<file path="src/hdl/flash_status_pkg.sv">
// Purpose: constants shared by the status and protection block of a serial NOR flash
// Assumes: 8 MB array, 64 KB blocks of sixteen 4 KB sectors
// Notes: command codes and status bit positions as seen on the serial link
package flash_status_pkg;
  // command codes
  localparam logic [7:0] CMD_WRITE_ENABLE = 8'h06;
  localparam logic [7:0] CMD_WRITE_DISABLE = 8'h04;
  localparam logic [7:0] CMD_READ_STATUS_1 = 8'h05;
  localparam logic [7:0] CMD_READ_STATUS_2 = 8'h35;
  localparam logic [7:0] CMD_READ_STATUS_3 = 8'h15;
  localparam logic [7:0] CMD_WRITE_STATUS_1 = 8'h01;
  localparam logic [7:0] CMD_WRITE_STATUS_2 = 8'h31;
  localparam logic [7:0] CMD_WRITE_STATUS_3 = 8'h11;
  localparam logic [7:0] CMD_PAGE_PROGRAM = 8'h02;
  localparam logic [7:0] CMD_QUAD_PAGE_PROGRAM = 8'h32;
  localparam logic [7:0] CMD_SECTOR_ERASE = 8'h20;
  localparam logic [7:0] CMD_BLOCK_ERASE_32K = 8'h52;
  localparam logic [7:0] CMD_BLOCK_ERASE_64K = 8'hD8;
  localparam logic [7:0] CMD_CHIP_ERASE_A = 8'hC7;
  localparam logic [7:0] CMD_CHIP_ERASE_B = 8'h60;
  localparam logic [7:0] CMD_SUSPEND = 8'h75;
  localparam logic [7:0] CMD_RESUME = 8'h7A;
  localparam logic [7:0] CMD_RESET_ENABLE = 8'h66;
  localparam logic [7:0] CMD_RESET = 8'h99;

  // frame lengths in serial clock edges
  localparam int COUNT_W = 6;
  localparam logic [COUNT_W-1:0] BITS_CMD = 6'h08;
  localparam logic [COUNT_W-1:0] BITS_STATUS_WRITE = 6'h10;
  localparam logic [COUNT_W-1:0] BITS_ERASE = 6'h20;
  localparam logic [COUNT_W-1:0] BITS_PROGRAM_MIN = 6'h28;
  localparam logic [COUNT_W-1:0] COUNT_MAX = 6'h3F;

  // synchronised pin vector layout
  localparam int PIN_CS = 0;
  localparam int PIN_SCLK = 1;
  localparam int PIN_SI = 2;
  localparam int PIN_WP = 3;
  localparam int PIN_HOLD = 4;
  localparam logic [4:0] PIN_IDLE = 5'h1F;

  // status byte 1
  localparam int BUSY_BIT = 0;
  localparam int WEL_BIT = 1;
  localparam int BP_LSB = 2;
  localparam int BP_MSB = 6;
  localparam int METHOD_LO_BIT = 7;
  // status byte 2
  localparam int METHOD_HI_BIT = 0;
  localparam int QUAD_BIT = 1;
  localparam int PROG_SUSP_BIT = 2;
  localparam int LOCK_LSB = 3;
  localparam int LOCK_MSB = 5;
  localparam int COMPLEMENT_BIT = 6;
  localparam int ERASE_SUSP_BIT = 7;
  // status byte 3
  localparam int DUMMY_BIT = 0;
  localparam int DRIVE_LSB = 5;
  localparam int DRIVE_MSB = 6;

  // reset values
  localparam logic [4:0] BP_RESET = 5'h00;
  localparam logic [2:0] LOCK_RESET = 3'h0;
  localparam logic [1:0] DRIVE_RESET = 2'h1;

  // protect method codes {hi, lo}
  localparam logic [1:0] METHOD_SOFTWARE = 2'h0;
  localparam logic [1:0] METHOD_HARDWARE = 2'h1;
  localparam logic [1:0] METHOD_LOCKDOWN = 2'h2;
  localparam logic [1:0] METHOD_ONE_TIME = 2'h3;

  // array geometry and protection decoding
  localparam int ADDR_W = 24;
  localparam int BLOCK_LSB = 16;
  localparam int BLOCK_MSB = 22;
  localparam int SECTOR_LSB = 12;
  localparam int SECTOR_MSB = 15;
  localparam logic [7:0] BLOCK_COUNT = 8'h80;
  localparam logic [6:0] BLOCK_FIRST = 7'h00;
  localparam logic [6:0] BLOCK_LAST = 7'h7F;
  localparam logic [4:0] SECTORS_PER_BLOCK = 5'h10;
  localparam logic [2:0] BP_LOW_NONE = 3'h0;
  localparam logic [2:0] BP_LOW_ALL = 3'h7;
  localparam logic [2:0] SECTOR_SHIFT_MAX = 3'h3;
  localparam logic [ADDR_W-1:0] SPAN_SECTOR = 24'h000FFF;
  localparam logic [ADDR_W-1:0] SPAN_BLOCK_32K = 24'h007FFF;
  localparam logic [ADDR_W-1:0] SPAN_BLOCK_64K = 24'h00FFFF;

  // read latency
  localparam logic [3:0] DUAL_DUMMY_SHORT = 4'h4;
  localparam logic [3:0] DUAL_DUMMY_LONG = 4'h8;
  localparam logic [3:0] QUAD_DUMMY_SHORT = 4'h6;
  localparam logic [3:0] QUAD_DUMMY_LONG = 4'hA;

  localparam int BUSY_W = 24;
  localparam logic [BUSY_W-1:0] BUSY_ONE = 24'h000001;

  typedef enum logic [1:0] {
    OP_IDLE,
    OP_PROGRAM,
    OP_ERASE,
    OP_STATUS
  } op_type;
endpackage : flash_status_pkg

</file>
<file path="src/hdl/serial_flash_status_and_protection.sv">
// Purpose: status registers and array protection of a serial NOR flash behind its serial pins
// Assumes: serial clock well below mclk/4, sampled by mclk through two flip-flops
// Notes: non-volatile fields take their defaults at reset_n, which stands for a power cycle
`timescale 1ns/1ns
`default_nettype none
module serial_flash_status_and_protection #(
  parameter int PROGRAM_CYCLES = 2000,
  parameter int ERASE_CYCLES = 8000,
  parameter int STATUS_WRITE_CYCLES = 500
) (
  input wire logic mclk,
  input wire logic reset_n,
  input wire logic sclk,
  input wire logic cs_n,
  input wire logic si,
  input wire logic wp_n,
  input wire logic hold_n,
  output logic so,
  output logic so_oe,
  output logic busy,
  output logic hold_active,
  output logic quad_enable,
  output logic [1:0] drive_strength,
  output logic [2:0] security_locks,
  output logic [3:0] dual_io_dummy_cycles,
  output logic [3:0] quad_io_dummy_cycles
);
  import flash_status_pkg::*;

  logic [4:0] pin_meta;
  logic [4:0] pin_sync;
  logic sclk_last;
  logic cs_last;
  logic sclk_rise;
  logic sclk_fall;
  logic cs_rise;
  logic [2:0] bit_idx;
  logic [COUNT_W-1:0] total;
  logic [7:0] cmd;
  logic [7:0] wdata;
  logic [ADDR_W-1:0] addr;
  logic write_enable_latch;
  logic [4:0] block_protect_field;
  logic protect_complement;
  logic protect_method_hi;
  logic protect_method_lo;
  logic dummy_config;
  logic erase_suspended;
  logic program_suspended;
  logic reset_armed;
  op_type op;
  logic [BUSY_W-1:0] busy_count;
  logic busy_flag;
  logic suspended;
  logic framed;
  logic single_byte;
  logic is_status_write;
  logic is_program;
  logic is_erase;
  logic is_chip_erase;
  logic write_type;
  logic accept;
  logic status_locked;
  logic chip_erase_ok;
  logic [ADDR_W-1:0] erase_span;
  logic go_status;
  logic go_program;
  logic go_erase;
  logic exec_suspend;
  logic exec_resume;
  logic soft_reset;
  logic [7:0] read_byte;
  logic reading;

  function automatic logic region_protected(
    input logic [4:0] bp,
    input logic comp,
    input logic [ADDR_W-1:0] a
  );
    logic [7:0] blk;
    logic [4:0] sec;
    logic [7:0] nblk;
    logic [4:0] nsec;
    logic base;
    blk = {1'h0, a[BLOCK_MSB:BLOCK_LSB]};
    sec = {1'h0, a[SECTOR_MSB:SECTOR_LSB]};
    nblk = 8'h01 << bp[2:0];
    nsec = 5'h01 << (bp[2] ? SECTOR_SHIFT_MAX : {1'h0, bp[1:0] - 2'h1});
    if (bp[2:0] == BP_LOW_NONE)
    begin
      base = 1'h0;
    end
    else if (bp[2:0] == BP_LOW_ALL)
    begin
      base = 1'h1;
    end
    else if (!bp[4])
    begin
      base = bp[3] ? (blk < nblk) : (blk >= BLOCK_COUNT - nblk);
    end
    else if (bp[3])
    begin
      base = (blk[6:0] == BLOCK_FIRST) && (sec < nsec);
    end
    else
    begin
      base = (blk[6:0] == BLOCK_LAST) && (sec >= SECTORS_PER_BLOCK - nsec);
    end
    // the complemented map is the exact inverse of the plain one
    return base ^ comp;
  endfunction : region_protected

  // pins come from another clock domain
  always_ff @(posedge mclk or negedge reset_n)
  begin
    if (!reset_n)
    begin
      pin_meta <= PIN_IDLE;
      pin_sync <= PIN_IDLE;
      sclk_last <= 1'h1;
      cs_last <= 1'h1;
    end
    else
    begin
      pin_meta <= {hold_n, wp_n, si, sclk, cs_n};
      pin_sync <= pin_meta;
      sclk_last <= pin_sync[PIN_SCLK];
      cs_last <= pin_sync[PIN_CS];
    end
  end

  // with quad enable set the hold pin is only a data line
  assign hold_active = !quad_enable && !pin_sync[PIN_HOLD] && !pin_sync[PIN_CS];
  assign sclk_rise = pin_sync[PIN_SCLK] && !sclk_last && !pin_sync[PIN_CS] && !hold_active;
  assign sclk_fall = !pin_sync[PIN_SCLK] && sclk_last && !pin_sync[PIN_CS] && !hold_active;
  assign cs_rise = pin_sync[PIN_CS] && !cs_last;

  always_ff @(posedge mclk or negedge reset_n)
  begin
    if (!reset_n)
    begin
      bit_idx <= 3'h0;
      total <= '0;
      cmd <= 8'h00;
      wdata <= 8'h00;
      addr <= '0;
    end
    else if (pin_sync[PIN_CS])
    begin
      bit_idx <= 3'h0;
      total <= '0;
    end
    else if (sclk_rise)
    begin
      bit_idx <= bit_idx + 3'h1;
      if (total != COUNT_MAX)
      begin
        total <= total + 6'h01;
      end
      if (total < BITS_CMD)
      begin
        cmd <= {cmd[6:0], pin_sync[PIN_SI]};
      end
      else if (total < BITS_ERASE)
      begin
        addr <= {addr[ADDR_W-2:0], pin_sync[PIN_SI]};
      end
      if (total >= BITS_CMD && total < BITS_STATUS_WRITE)
      begin
        wdata <= {wdata[6:0], pin_sync[PIN_SI]};
      end
    end
  end

  // commands act only when chip select rises on a byte boundary
  assign framed = cs_rise && (bit_idx == 3'h0);
  assign single_byte = framed && (total == BITS_CMD);
  assign busy_flag = (op != OP_IDLE) && !suspended;
  assign suspended = erase_suspended || program_suspended;
  assign busy = busy_flag;

  always_comb
  begin
    is_status_write = (total == BITS_STATUS_WRITE) &&
      (cmd == CMD_WRITE_STATUS_1 || cmd == CMD_WRITE_STATUS_2 || cmd == CMD_WRITE_STATUS_3);
    is_program = (total >= BITS_PROGRAM_MIN) && (cmd == CMD_PAGE_PROGRAM || cmd == CMD_QUAD_PAGE_PROGRAM);
    is_chip_erase = (total == BITS_CMD) && (cmd == CMD_CHIP_ERASE_A || cmd == CMD_CHIP_ERASE_B);
    is_erase = total == BITS_ERASE;
    case (cmd)
      CMD_SECTOR_ERASE: erase_span = SPAN_SECTOR;
      CMD_BLOCK_ERASE_32K: erase_span = SPAN_BLOCK_32K;
      CMD_BLOCK_ERASE_64K: erase_span = SPAN_BLOCK_64K;
      default:
      begin
        erase_span = '0;
        is_erase = 1'h0;
      end
    endcase
  end

  // the write-protect pin counts only while it is not a data line
  always_comb
  begin
    case ({protect_method_hi, protect_method_lo})
      METHOD_SOFTWARE: status_locked = 1'h0;
      METHOD_HARDWARE: status_locked = !quad_enable && !pin_sync[PIN_WP];
      METHOD_LOCKDOWN: status_locked = 1'h1;
      METHOD_ONE_TIME: status_locked = 1'h1;
      default: status_locked = 1'h1;
    endcase
  end

  assign chip_erase_ok = (block_protect_field[2:0] == BP_LOW_NONE && !protect_complement) ||
    (block_protect_field[2:0] == BP_LOW_ALL && protect_complement);
  assign write_type = framed && (op == OP_IDLE) &&
    (is_status_write || is_program || is_erase || is_chip_erase);
  assign accept = write_type && write_enable_latch;
  assign go_status = accept && is_status_write && !status_locked;
  assign go_program = accept && is_program &&
    !region_protected(block_protect_field, protect_complement, addr);
  // both ends of the erase unit are checked so partial overlap is refused
  assign go_erase = accept && ((is_erase &&
    !region_protected(block_protect_field, protect_complement, addr & ~erase_span) &&
    !region_protected(block_protect_field, protect_complement, addr | erase_span)) ||
    (is_chip_erase && chip_erase_ok));
  assign exec_suspend = single_byte && (cmd == CMD_SUSPEND) && busy_flag && (op != OP_STATUS);
  assign exec_resume = single_byte && (cmd == CMD_RESUME) && suspended;
  assign soft_reset = single_byte && (cmd == CMD_RESET) && reset_armed;

  always_ff @(posedge mclk or negedge reset_n)
  begin
    if (!reset_n)
    begin
      reset_armed <= 1'h0;
    end
    else if (cs_rise)
    begin
      reset_armed <= single_byte && (cmd == CMD_RESET_ENABLE);
    end
  end

  always_ff @(posedge mclk or negedge reset_n)
  begin
    if (!reset_n)
    begin
      write_enable_latch <= 1'h0;
    end
    else if (soft_reset || write_type || (single_byte && cmd == CMD_WRITE_DISABLE))
    begin
      write_enable_latch <= 1'h0;
    end
    else if (single_byte && cmd == CMD_WRITE_ENABLE && !busy_flag)
    begin
      write_enable_latch <= 1'h1;
    end
  end

  // suspended operations keep their remaining count
  always_ff @(posedge mclk or negedge reset_n)
  begin
    if (!reset_n)
    begin
      op <= OP_IDLE;
      busy_count <= '0;
    end
    else if (soft_reset)
    begin
      op <= OP_IDLE;
      busy_count <= '0;
    end
    else if (go_status)
    begin
      op <= OP_STATUS;
      busy_count <= BUSY_W'(STATUS_WRITE_CYCLES);
    end
    else if (go_program)
    begin
      op <= OP_PROGRAM;
      busy_count <= BUSY_W'(PROGRAM_CYCLES);
    end
    else if (go_erase)
    begin
      op <= OP_ERASE;
      busy_count <= BUSY_W'(ERASE_CYCLES);
    end
    else if (busy_flag)
    begin
      busy_count <= busy_count - BUSY_ONE;
      if (busy_count <= BUSY_ONE)
      begin
        op <= OP_IDLE;
      end
    end
  end

  always_ff @(posedge mclk or negedge reset_n)
  begin
    if (!reset_n)
    begin
      erase_suspended <= 1'h0;
      program_suspended <= 1'h0;
    end
    else if (soft_reset || exec_resume)
    begin
      erase_suspended <= 1'h0;
      program_suspended <= 1'h0;
    end
    else if (exec_suspend)
    begin
      erase_suspended <= op == OP_ERASE;
      program_suspended <= op == OP_PROGRAM;
    end
  end

  // only writable fields change; busy, latch and suspend flags live elsewhere
  always_ff @(posedge mclk or negedge reset_n)
  begin
    if (!reset_n)
    begin
      block_protect_field <= BP_RESET;
      protect_method_lo <= 1'h0;
      protect_method_hi <= 1'h0;
      protect_complement <= 1'h0;
      quad_enable <= 1'h0;
      security_locks <= LOCK_RESET;
      dummy_config <= 1'h0;
      drive_strength <= DRIVE_RESET;
    end
    else if (go_status)
    begin
      case (cmd)
        CMD_WRITE_STATUS_1:
        begin
          block_protect_field <= wdata[BP_MSB:BP_LSB];
          protect_method_lo <= wdata[METHOD_LO_BIT];
        end
        CMD_WRITE_STATUS_2:
        begin
          protect_method_hi <= wdata[METHOD_HI_BIT];
          quad_enable <= wdata[QUAD_BIT];
          protect_complement <= wdata[COMPLEMENT_BIT];
          security_locks <= security_locks | wdata[LOCK_MSB:LOCK_LSB];
        end
        CMD_WRITE_STATUS_3:
        begin
          dummy_config <= wdata[DUMMY_BIT];
          drive_strength <= wdata[DRIVE_MSB:DRIVE_LSB];
        end
        default:
        begin
          block_protect_field <= block_protect_field;
        end
      endcase
    end
  end

  always_ff @(posedge mclk or negedge reset_n)
  begin
    if (!reset_n)
    begin
      dual_io_dummy_cycles <= DUAL_DUMMY_SHORT;
      quad_io_dummy_cycles <= QUAD_DUMMY_SHORT;
    end
    else
    begin
      dual_io_dummy_cycles <= dummy_config ? DUAL_DUMMY_LONG : DUAL_DUMMY_SHORT;
      quad_io_dummy_cycles <= dummy_config ? QUAD_DUMMY_LONG : QUAD_DUMMY_SHORT;
    end
  end

  // reserved bits read as zero
  always_comb
  begin
    read_byte = 8'h00;
    reading = total >= BITS_CMD;
    case (cmd)
      CMD_READ_STATUS_1:
      begin
        read_byte[BUSY_BIT] = busy_flag;
        read_byte[WEL_BIT] = write_enable_latch;
        read_byte[BP_MSB:BP_LSB] = block_protect_field;
        read_byte[METHOD_LO_BIT] = protect_method_lo;
      end
      CMD_READ_STATUS_2:
      begin
        read_byte[METHOD_HI_BIT] = protect_method_hi;
        read_byte[QUAD_BIT] = quad_enable;
        read_byte[PROG_SUSP_BIT] = program_suspended;
        read_byte[LOCK_MSB:LOCK_LSB] = security_locks;
        read_byte[COMPLEMENT_BIT] = protect_complement;
        read_byte[ERASE_SUSP_BIT] = erase_suspended;
      end
      CMD_READ_STATUS_3:
      begin
        read_byte[DUMMY_BIT] = dummy_config;
        read_byte[DRIVE_MSB:DRIVE_LSB] = drive_strength;
      end
      default:
      begin
        reading = 1'h0;
      end
    endcase
  end

  // bits leave on falling edges, msb first; ~bit_idx is 7 minus the index
  // the byte is sampled live, so busy can clear mid-read within the byte being sent
  always_ff @(posedge mclk or negedge reset_n)
  begin
    if (!reset_n)
    begin
      so <= 1'h0;
      so_oe <= 1'h0;
    end
    else if (pin_sync[PIN_CS] || !reading || hold_active)
    begin
      so_oe <= 1'h0;
    end
    else if (sclk_fall)
    begin
      so <= read_byte[~bit_idx];
      so_oe <= 1'h1;
    end
  end
endmodule : serial_flash_status_and_protection
`default_nettype wire

</file>
<file path="config.mk">
export PLATFORM = sky130hd
export DESIGN_NAME = serial_flash_status_and_protection
export DESIGN_NICKNAME = d
export VERILOG_FILES = /design/src/hdl/flash_status_pkg.sv /design/src/hdl/serial_flash_status_and_protection.sv
export SDC_FILE = /design/constraint.sdc
export NUM_CORES = 1
export LEC_CHECK = 0
export BUFFER_PORTS_ARGS = -buffer_cell sky130_fd_sc_hd__buf_2
export CAP_MARGIN = 30
export CORE_AREA = 2 2 111 113
export DETAILED_ROUTE_END_ITERATION = 8
export DIE_AREA = 0 0 113 115
export GPL_ROUTABILITY_DRIVEN = 1
export GPL_TIMING_DRIVEN = 0
export PLACE_DENSITY = 0.72
export RECOVER_POWER = 50
export SLEW_MARGIN = 20
export SYNTH_ARGS = -nofsm -noshare
export SYNTH_HDL_FRONTEND = slang
export SYNTH_SLANG_ARGS = --single-unit
</file>
<file path="constraint.sdc">
create_clock -name mclk -period 5.4 [get_ports mclk]
set_clock_uncertainty 0.05 [all_clocks]
set_input_delay 0 -clock mclk [delete_from_list [all_inputs] [get_ports mclk]]
set_output_delay 0 -clock mclk [all_outputs]
set_load 0.02 [all_outputs]
</file>
==> results.yml, run 1 <==
critical_path:
  worstPathRequired_ns: 5.61
  crit_chain: "inv_1 -> ha_1 -> clkbuf_1 -> and2b_1 -> inv_1 -> ha_1 -> xnor2_1 -> ha_1 -> a21oi_1 -> o21ai_0 -> a221oi_1 -> o21ai_0 -> a211o_1 -> a31o_1 -> buf_6 -> nor2b_4 -> buf_6 -> a21o_1 -> o32ai_2"
  rr_worst_depth: 19
  crit_start: "block_protect_field[0]"
  r2r_end: "busy_count[5]"
  cpMostUsedCell: "ha_1"
  worstSetupEndpointType: "flop"
  worstReg2RegStart: "block_protect_field[0]"
  path_buf_inv: 5
  path_delay_family: "compound AO/OA/AOI/OAI gates"
  cp_slowest_cell: "dfrtp_1"
  critPathMaxFanout: 10
  cp.depth: 19
  cp_slowest_stage_delay_ns: 0.49
  crit_path_start_kind: "flop"
  r2r_slack_ns: 0.55
  critical_path_arrival_ns: 5.06
  endpoint: "busy_count[5]"
  worstSetupPathType: "flop to flop"
detailed_routing:
  routed_wirelength_mm: 14.26
  first_pass_iters: 7
  num_vias: 5047
  antenna_left: 0
  viasPerCell: 6.023
  wl_per_cell_um: 17.02
  drt-initial-drc-count: 362
  drc: 2
yosys:
  ys_ff_latch: 109
  synth-seq-area-share_pct: 42.81
  synth_edf_count: 0
  synth_cell_types: 73
  netlist_area_um2: 6412
  async_flop_share_pct: 100.0
  netlist_instances: 644
  yosys_warnings: 0
  avgSynthCellArea_um2: 9.957
  yosys_most_used_dff: "dfrtp_1"
flow_run:
  cap_violations: 1
place:
  dp_hpwl_mm: 10.53
  portBuffers: 20
  gp_congestion: 0.9030
  placed_cell_area_um2: 6748
global_routing:
  grt_pass1_wl_mm: 24.37
  grt_pass1_vias: 5049
  grt_max_degree: 58
  antenna_found_initial: 0
  track_usage_pct: 23.35
  grt.overflow.total: 0
power:
  power.density_nw_per_um2: 243.0
  power_leakage_uw: 0.003302
  peakVddDrop_uv: 255.5
floorplanning:
  die_h_um: 115
  row_count: 40
  die_width_um: 113
  initial_core_util_pct: 54.29
  dieArea_um2: 13000
  core-area_um2: 11810
  pin_count: 25
clock_network:
  cts_hold_buf: 6
  cts_max_level: 3
  cts.clk_slew.worst_paths_ns: 0.08
  post-cts-setup-buffers: 0
  insertion_delay_ns: 0.36
  cts_tree: "built"
  cts_buffer_depth: 2
  cts_num_sinks: 109
  cts_made_buffers: 9
  cts_root_buf: "clkbuf_16"
  post_cts_resized: 0
sta:
  slew-limit-headroom_pct: -93.22
  post-route-period-util_pct: 89.74
  worstMarginPinSlew_ns: 2.898
  drv_slew: 58
  min_period_ns: 4.846
  finalHoldViolations: 0
  achievable-frequency_mhz: 206.4
  fin_tns_setup_ns: 0
  rsz0062_at_grt: "false"
  finalSetupViolCount: 0
cells_and_area:
  multi_input_area_um2: 3423
  postLayoutCellArea_um2: 7069
  register_area_um2: 2745
  syn_to_final_growth_pct: 10.24
  diodes: 0
  fillCellCount: 1035
  final_cell_mix: "dfrtp_1, nor2_1, mux2_2"
  fin_nets: 736
  mostFrequentLayoutCell: "dfrtp_1"
  layout-drive-gt1-share_pct: 17.22
min_path:
  hold_class: "input pin to flop"
  hold_path_startpoint: "si"
run_status:
  violations: "design-rule violations, max-capacitance violations, max-slew violations"
  status: "finished, violations left"
state kept, by name, summed over array words and instances (netlist names), 2 cells and up:
signal,count
pin_meta,5
drive_strength,2
security_locks,3
bit_idx,3
pin_sync,5
total,6
block_protect_field,5
busy_count,24
addr,23
wdata,8
cmd,8
op,2
quad_io_dummy_cycles,2
final cells by class:
class / count / area share, %
Timing Repair Buffer: 29 / 2.354
Tap cell: 147 / 2.602
Buffer: 29 / 2.142
Inverter: 28 / 1.487
Sequential cell: 109 / 38.83
Clock inverter: 6 / 0.9204
Clock buffer: 10 / 3.239
Multi-Input combinational cell: 480 / 48.42
through the flow:
step                      utilization, %  setup slack (ns)  instances  hold WS [ns]  power (uW)
final                              59.85            0.5542        838        0.2183        1718
after global placement             56.76            0.8120        813       0.05605        1055
after CTS                          60.13            0.6107        837        0.1279        1734
after floorplan                        -             1.481        646       -0.3456        1002
after detailed placement           57.13            0.6698        815      -0.05642        1066
after global routing               59.85            0.1263        838        0.2190        1788
worst reg2reg max path: stages, from the launching register on:
cell and delay (ns):
dfrtp_1 0.49, inv_1 0.18, ha_1 0.16, clkbuf_1 0.26
and2b_1 0.33, inv_1 0.15, ha_1 0.30, xnor2_1 0.16
ha_1 0.29, a21oi_1 0.14, o21ai_0 0.11, a221oi_1 0.47
o21ai_0 0.27, a211o_1 0.32, a31o_1 0.23, buf_6 0.14
nor2b_4 0.12, buf_6 0.13, a21o_1 0.20, o32ai_2 0.23
cell families (layout without fill, tap and decap cells):
family,count (synthesis),count (layout),share of synthesized area (%)
flip-flops,109,109,42.81
adder cells (fa/ha/maj),43,43,8.390
other,2,4,0.1171
multiplexers,51,51,9.093
buffers and inverters,57,102,4.000
XOR/XNOR,23,23,3.141
AND/OR/NAND/NOR,242,242,19.88
AO/OA/AOI/OAI,117,117,12.57
per-layer routing:
layer | global-route usage, % | up-vias | wire length, um
met5 | 0 | - | 0
met4 | 8.130 | 0 | 352
met3 | 5.904 | 31 | 734
met2 | 38.72 | 137 | 6847
met1 | 30.05 | 2485 | 6328
li1 | - | 2394 | -
how the worst min path moves through the flow:
stage,slack [ns],cells past startpoint,end
3_5_place_dp,-0.06,1,addr[12]
5_1_grt,0.22,2,pin_meta[1]
3_3_place_gp,0.06,1,pin_meta[3]
6_report,0.22,2,pin_meta[2]
4_1_cts,0.13,2,addr[14]
2_1_floorplan,-0.35,0,addr[0]
synthesized netlist by cell type (all sizes together), types with 7 or more instances:
cell type | n | area [um^2]
nand4 | 8 | 50.05
nand2 | 47 | 176.4
nand2b | 13 | 81.33
nor2b | 17 | 113.9
xor2 | 10 | 87.58
clkbuf | 18 | 67.56
dfrtp | 95 | 2377
nor4 | 10 | 68.81
a21o | 13 | 97.59
inv | 27 | 101.4
ha | 43 | 538.0
xnor2 | 13 | 113.9
dfstp | 14 | 367.9
o21ai | 28 | 140.1
mux2 | 48 | 540.5
a31oi | 9 | 56.30
nor3 | 19 | 95.09
and2 | 7 | 43.79
a21oi | 15 | 75.07
nor2 | 63 | 236.5
buf | 11 | 83.82
nand3 | 17 | 85.08
power by group:
group	switching [uW]	internal, uW	leakage [uW]
Clock	336	328	0.000144
Combinational	121	59.7	0.00169
Sequential	27.9	844	0.00146
Total	485	1230	0.00330
Note: power is estimated with default switching activity, not from simulation.
==> inputs of run 2 (changes only) <==
--- a/config.mk
+++ b/config.mk
@@ -7,12 +7,14 @@
 export LEC_CHECK = 0
 export BUFFER_PORTS_ARGS = -buffer_cell sky130_fd_sc_hd__buf_2
 export CAP_MARGIN = 30
-export CORE_AREA = 2 2 111 113
+export CELL_PAD_IN_SITES_DETAIL_PLACEMENT = 0
+export CELL_PAD_IN_SITES_GLOBAL_PLACEMENT = 1
+export CORE_AREA = 2 2 165 86
 export DETAILED_ROUTE_END_ITERATION = 8
-export DIE_AREA = 0 0 113 115
-export GPL_ROUTABILITY_DRIVEN = 1
+export DIE_AREA = 0 0 167 88
+export GPL_ROUTABILITY_DRIVEN = 0
 export GPL_TIMING_DRIVEN = 0
-export PLACE_DENSITY = 0.72
+export PLACE_DENSITY_LB_ADDON = 0.1
 export RECOVER_POWER = 50
 export SLEW_MARGIN = 20
 export SYNTH_ARGS = -nofsm -noshare
==> run 2 against run 1 <==
Effect of this change: the flow finishes with violations (max-capacitance violations, max-slew violations); worst setup slack lost 0.0046 ns; utilization shrank 6.0 points; global-route usage is 0.73 points lower; flip-flop and latch count stayed put; register-to-register slack barely moved; via count shrank 1.4%; wire length grew 9.0%; critical path depth decreased by 1; largest cell class unchanged; largest power group unchanged.
==> results.yml, run 2 (synthesized netlist as in run 1, its figures left out) <==
run_status:
  status: "finished, violations left"
  violations: "max-capacitance violations, max-slew violations"
critical_path:
  r2r_slack_ns: 0.55
  crit_chain: "inv_1 -> ha_1 -> clkbuf_1 -> and2b_1 -> inv_1 -> ha_1 -> nand4_1 -> o21ai_0 -> ha_1 -> a21o_1 -> a221oi_1 -> o21a_1 -> o21ai_0 -> o21ai_0 -> nand4b_2 -> nand3_1 -> buf_2 -> nor2_1"
  worstPathRequired_ns: 5.58
  worstSetupPathType: "flop to flop"
  critical_path_arrival_ns: 5.04
  cp_slowest_cell: "dfrtp_1"
  worstSetupEndpointType: "flop"
  critPathMaxFanout: 10
  endpoint: "busy_count[16]"
  cp_slowest_stage_delay_ns: 0.52
  crit_start: "block_protect_field[0]"
  worstReg2RegStart: "block_protect_field[0]"
  crit_path_start_kind: "flop"
  rr_worst_depth: 18
  r2r_end: "busy_count[16]"
detailed_routing:
  drt-initial-drc-count: 402
  first_pass_iters: 5
  viasPerCell: 5.722
  routed_wirelength_mm: 15.55
  drc: 0
  antenna_left: 0
  wl_per_cell_um: 17.87
  num_vias: 4978
power:
  power_leakage_uw: 0.003347
  power.density_nw_per_um2: 244.5
  peakVddDrop_uv: 158.8
sta:
  finalHoldViolations: 0
  achievable-frequency_mhz: 206.2
  fin_tns_setup_ns: 0
  drv_slew: 112
  slew-limit-headroom_pct: -39.19
  fin_ws_ns: 0.5496
  rsz0062_at_grt: "false"
  worstMarginPinSlew_ns: 2.088
  finalSetupViolCount: 0
  post-route-period-util_pct: 89.82
  min_period_ns: 4.850
cells_and_area:
  diodes: 0
  largest_reg_flops: 24
  mostFrequentLayoutCell: "dfrtp_1"
  syn_to_final_growth_pct: 11.34
  fin_nets: 739
  stdcell_count: 870
  regMostFlops: "busy_count"
  reg.largest.list: "busy_count (24), addr (23)"
  fillCellCount: 1174
  final_cell_mix: "dfrtp_1, nor2_1, mux2_2"
  layout-drive-gt1-share_pct: 18.30
clock_network:
  cts_made_buffers: 9
  post_cts_resized: 0
  cts_root_buf: "clkbuf_16"
  cts_hold_buf: 6
  insertion_delay_ns: 0.36
  post-cts-setup-buffers: 0
  cts_tree: "built"
  cts.clk_slew.worst_paths_ns: 0.09
  cts_num_sinks: 109
  cts_buffer_depth: 2
  cts_max_level: 3
floorplanning:
  row_count: 30
  core-area_um2: 13250
  die_width_um: 167
  dieArea_um2: 14700
  initial_core_util_pct: 48.39
  pin_count: 25
  die_h_um: 88
global_routing:
  grt_max_degree: 70
  grt_pass1_vias: 4990
  grt_pass1_wl_mm: 26.23
  grt.overflow.total: 0
  track_usage_pct: 22.62
  antenna_found_initial: 0
place:
  place_inst: 847
  portBuffers: 20
  preCtsSetupSlack_ns: 0.6509
  dp_hpwl_mm: 11.60
min_path:
  hold_class: "input pin to flop"
flow_run:
  cap_violations: 2
[run 2: metal layers]
metal	routed length, um	GRT usage, %	share of wire (%)
met1	8270	35.84	53
met3	1005	4.745	6.5
met5	0	0	0
met4	88	3.840	0.57
met2	6185	31.84	40
[run 2: critical path, delay by kind of cell (launching register included)]
| kind | cells | cell delay [ns] |
|---|---|---|
| and+or+nand+nor | 5 | 1.20 |
| DFF | 1 | 0.52 |
| adders and majority gates | 3 | 0.74 |
| AOI/OAI and AO/OA | 6 | 1.32 |
| buffers and inverters | 4 | 0.90 |
[run 2: worst min path at each step]
stage / start / endpoint / slack [ns] / depth (start not counted)
floorplan: reset_n / addr[0] / -0.35 / 0
global placement: sclk / pin_meta[1] / 0.06 / 1
detailed placement: reset_n / wdata[3] / -0.11 / 1
CTS: reset_n / wdata[3] / 0.06 / 2
global route: sclk / pin_meta[1] / 0.22 / 2
finish: sclk / pin_meta[1] / 0.23 / 2
[run 2: power breakdown]
group | total (uW) | internal, uW | switching (uW)
sequential | 872 | 844 | 27.5
combinational | 181 | 59.9 | 121
clock | 693 | 336 | 357
[run 2: cell type report]
type	count	area, um^2	share of cell area (%)
well taps	176	220.2	3.084
flip-flops and latches	109	2745	38.45
clock buffers	9	225.2	3.155
clock inverters	7	83.83	1.174
plain buffers	29	151.4	2.121
multi-input cells	480	3418	47.88
inverters	28	105.1	1.472
repair buffers	32	190.2	2.664
[run 2: metrics by stage]
step	util, %	total power (uW)	cell area, um^2	hold slack (ns)
after global routing	53.88	1822	7139	0.2210
after global placement	50.87	1059	6740	0.05557
final	53.88	1745	7139	0.2294
after detailed placement	51.29	1066	6797	-0.1132
after CTS	54.08	1766	7166	0.06143
after floorplan	-	1002	6420	-0.3456
==> inputs of run 3 (changes only) <==
==> config.mk (replaced) <==
export PLATFORM = sky130hd
export DESIGN_NAME = serial_flash_status_and_protection
export DESIGN_NICKNAME = d
export VERILOG_FILES = /design/src/hdl/flash_status_pkg.sv /design/src/hdl/serial_flash_status_and_protection.sv
export SDC_FILE = /design/constraint.sdc
export NUM_CORES = 1
export LEC_CHECK = 0
export CELL_PAD_IN_SITES_DETAIL_PLACEMENT = 0
export CELL_PAD_IN_SITES_GLOBAL_PLACEMENT = 1
export CORE_AREA = 2 2 162 85
export DETAILED_ROUTE_END_ITERATION = 8
export DIE_AREA = 0 0 164 87
export DONT_BUFFER_PORTS = 1
export GPL_ROUTABILITY_DRIVEN = 0
export GPL_TIMING_DRIVEN = 0
export PLACE_DENSITY_LB_ADDON = 0.1
export RECOVER_POWER = 50
export SYNTH_ARGS = -nofsm -noshare
export SYNTH_HDL_FRONTEND = slang
export SYNTH_SLANG_ARGS = --single-unit
==> run 3 against run 2 <==
Effect of this change: the run still ends with max-capacitance violations, max-slew violations left; hold slack worse by 0.10 ns; power up 0.58%; wire length down 1.5%; first-iteration DRC count down 3.0%; utilization about the same; die area down 2.9%.
==> results.yml, run 3 (synthesized netlist as in run 1, its figures left out) <==
run_status:
  status: "finished, violations left"
  violations: "max-capacitance violations, max-slew violations"
clock_network:
  cts.clk_slew.worst_paths_ns: 0.09
  cts_buffer_depth: 2
  cts_num_sinks: 109
  cts_tree: "built"
  post-cts-setup-buffers: 0
  cts_max_level: 3
  cts_made_buffers: 9
  insertion_delay_ns: 0.36
  cts_root_buf: "clkbuf_16"
sta:
  finalHoldViolations: 0
  drv_slew: 110
  min_period_ns: 4.726
  slew-limit-headroom_pct: -77.73
  finalSetupViolCount: 0
  rsz0062_at_grt: "false"
  achievable-frequency_mhz: 211.6
  post-route-period-util_pct: 87.52
  worstMarginPinSlew_ns: 2.666
  hold_slack_ns: 0.1277
  fin_tns_setup_ns: 0
cells_and_area:
  syn_to_final_growth_pct: 9.542
  layout-drive-gt1-share_pct: 15.55
  postLayoutCellArea_um2: 7024
  fillCellCount: 1174
  reg.largest.list: "busy_count (24), addr (23)"
  fin_nets: 714
  register_area_um2: 2745
  largest_reg_flops: 24
  mostFrequentLayoutCell: "dfrtp_1"
  regMostFlops: "busy_count"
  final_cell_mix: "dfrtp_1, nor2_1, mux2_2"
  multi_input_area_um2: 3418
  diodes: 0
global_routing:
  track_usage_pct: 23.16
  grt_pass1_wl_mm: 25.56
  antenna_found_initial: 0
  grt.overflow.total: 0
  grt_pass1_vias: 4796
  grt_max_degree: 110
power:
  p_seq_share_pct: 49.6
  switching_share_pct: 29.28
  power.density_nw_per_um2: 249.9
  internal-power_uw: 1242
  power_leakage_uw: 0.003236
  peakVddDrop_uv: 140.0
  p_clk_share_pct: 40.1
  switchingPower_uw: 514.1
  comb_power_share_pct: 10.3
detailed_routing:
  first_pass_iters: 5
  viasPerCell: 5.707
  drt-initial-drc-count: 390
  num_vias: 4822
  antenna_left: 0
  routed_wirelength_mm: 15.32
  drc: 0
  wl_per_cell_um: 18.13
floorplanning:
  core-area_um2: 13030
  die_width_um: 164
  row_count: 30
  initial_core_util_pct: 49.23
  dieArea_um2: 14270
  pin_count: 25
  die_h_um: 87
critical_path:
  worstReg2RegStart: "block_protect_field[0]"
  r2r_slack_ns: 0.67
  worstSetupEndpointType: "flop"
  critPathMaxFanout: 10
  crit_path_start_kind: "flop"
  worstPathRequired_ns: 5.59
  crit_start: "block_protect_field[0]"
  rr_worst_depth: 18
  worstSetupPathType: "flop to flop"
  critical_path_arrival_ns: 4.91
  r2r_end: "busy_count[22]"
min_path:
  hold-path-cell-count: 1
  min_to: "pin_meta[4]"
  hold_path_startpoint: "hold_n"
  hold_class: "input pin to flop"
place:
  placed_cell_area_um2: 6640
  dp_hpwl_mm: 11.27
  portBuffers: 0
flow_run:
  cap_violations: 1
-- run 3: changes by cell type in the layout (fill, tap and decap cells not counted), sizes merged --
cell	delta
clkbuf	-3
buf	-22
-- run 3: how the worst max path moves through the flow --
| stage | end | slack [ns] |
|---|---|---|
| final | busy_count[22] | 0.67 |
| after global routing | busy_count[22] | 0.14 |
| after CTS | busy_count[22] | 0.63 |
| after detailed placement | busy_count[22] | 0.66 |
| after global placement | busy_count[19] | 0.72 |
| after floorplan | busy_count[5] | 1.48 |
-- run 3: power by group through the flow --
stage | Combinational, uW | Sequential [uW] | Clock [uW]
2_1_floorplan | 123 | 879 | 0
3_3_place_gp | 154 | 886 | 0
3_5_place_dp | 157 | 886 | 0
4_1_cts | 180 | 871 | 724
5_1_grt | 200 | 878 | 755
6_report | 181 | 870 | 705
-- run 3: metrics by stage --
step                      std cells  utilization (%)  worst slack [ns]  total power, uW
final                           845            53.93            0.6737             1756
after global routing            845            53.93            0.1387             1832
after CTS                       845            54.10            0.6338             1775
after detailed placement        822            50.98            0.6610             1043
after global placement          822            50.98            0.7169             1040
after floorplan                 646                -             1.481             1002
-- run 3: worst max-delay path: stages, from the launching register on --
cell and delay [ns]:
dfrtp_1 0.51, inv_1 0.17, ha_1 0.16, clkbuf_1 0.28, and2b_1 0.31, inv_1 0.13
ha_1 0.28, nand4_1 0.09, o21ai_0 0.09, ha_1 0.30, a21o_1 0.18, a221oi_1 0.41
o21a_1 0.21, o21ai_0 0.10, o21ai_0 0.30, nand4b_2 0.33, nand3_1 0.34, buf_2 0.27
nor2_1 0.08
-- run 3: final cells by class --
type | count | area share (%)
Inverter | 28 | 1.496
Tap cell | 176 | 3.135
Timing Repair Buffer | 7 | 0.9263
Clock inverter | 7 | 1.336
Buffer | 29 | 2.155
Multi-Input combinational cell | 480 | 48.66
Sequential cell | 109 | 39.08
Clock buffer | 9 | 3.206
-- run 3: routing by layer --
layer	GRT usage [%]	vias up	wire length, um
li1	-	2347	-
met1	36.64	2359	8389
met2	31.17	105	5940
met3	6.330	11	880
met4	4.625	0	113
met5	0	-	0
-- run 3: repair_timing --
item,in CTS,in global routing
hold endpoints to repair,114,0
hold buffers,7,0
gates resized for setup,0,0
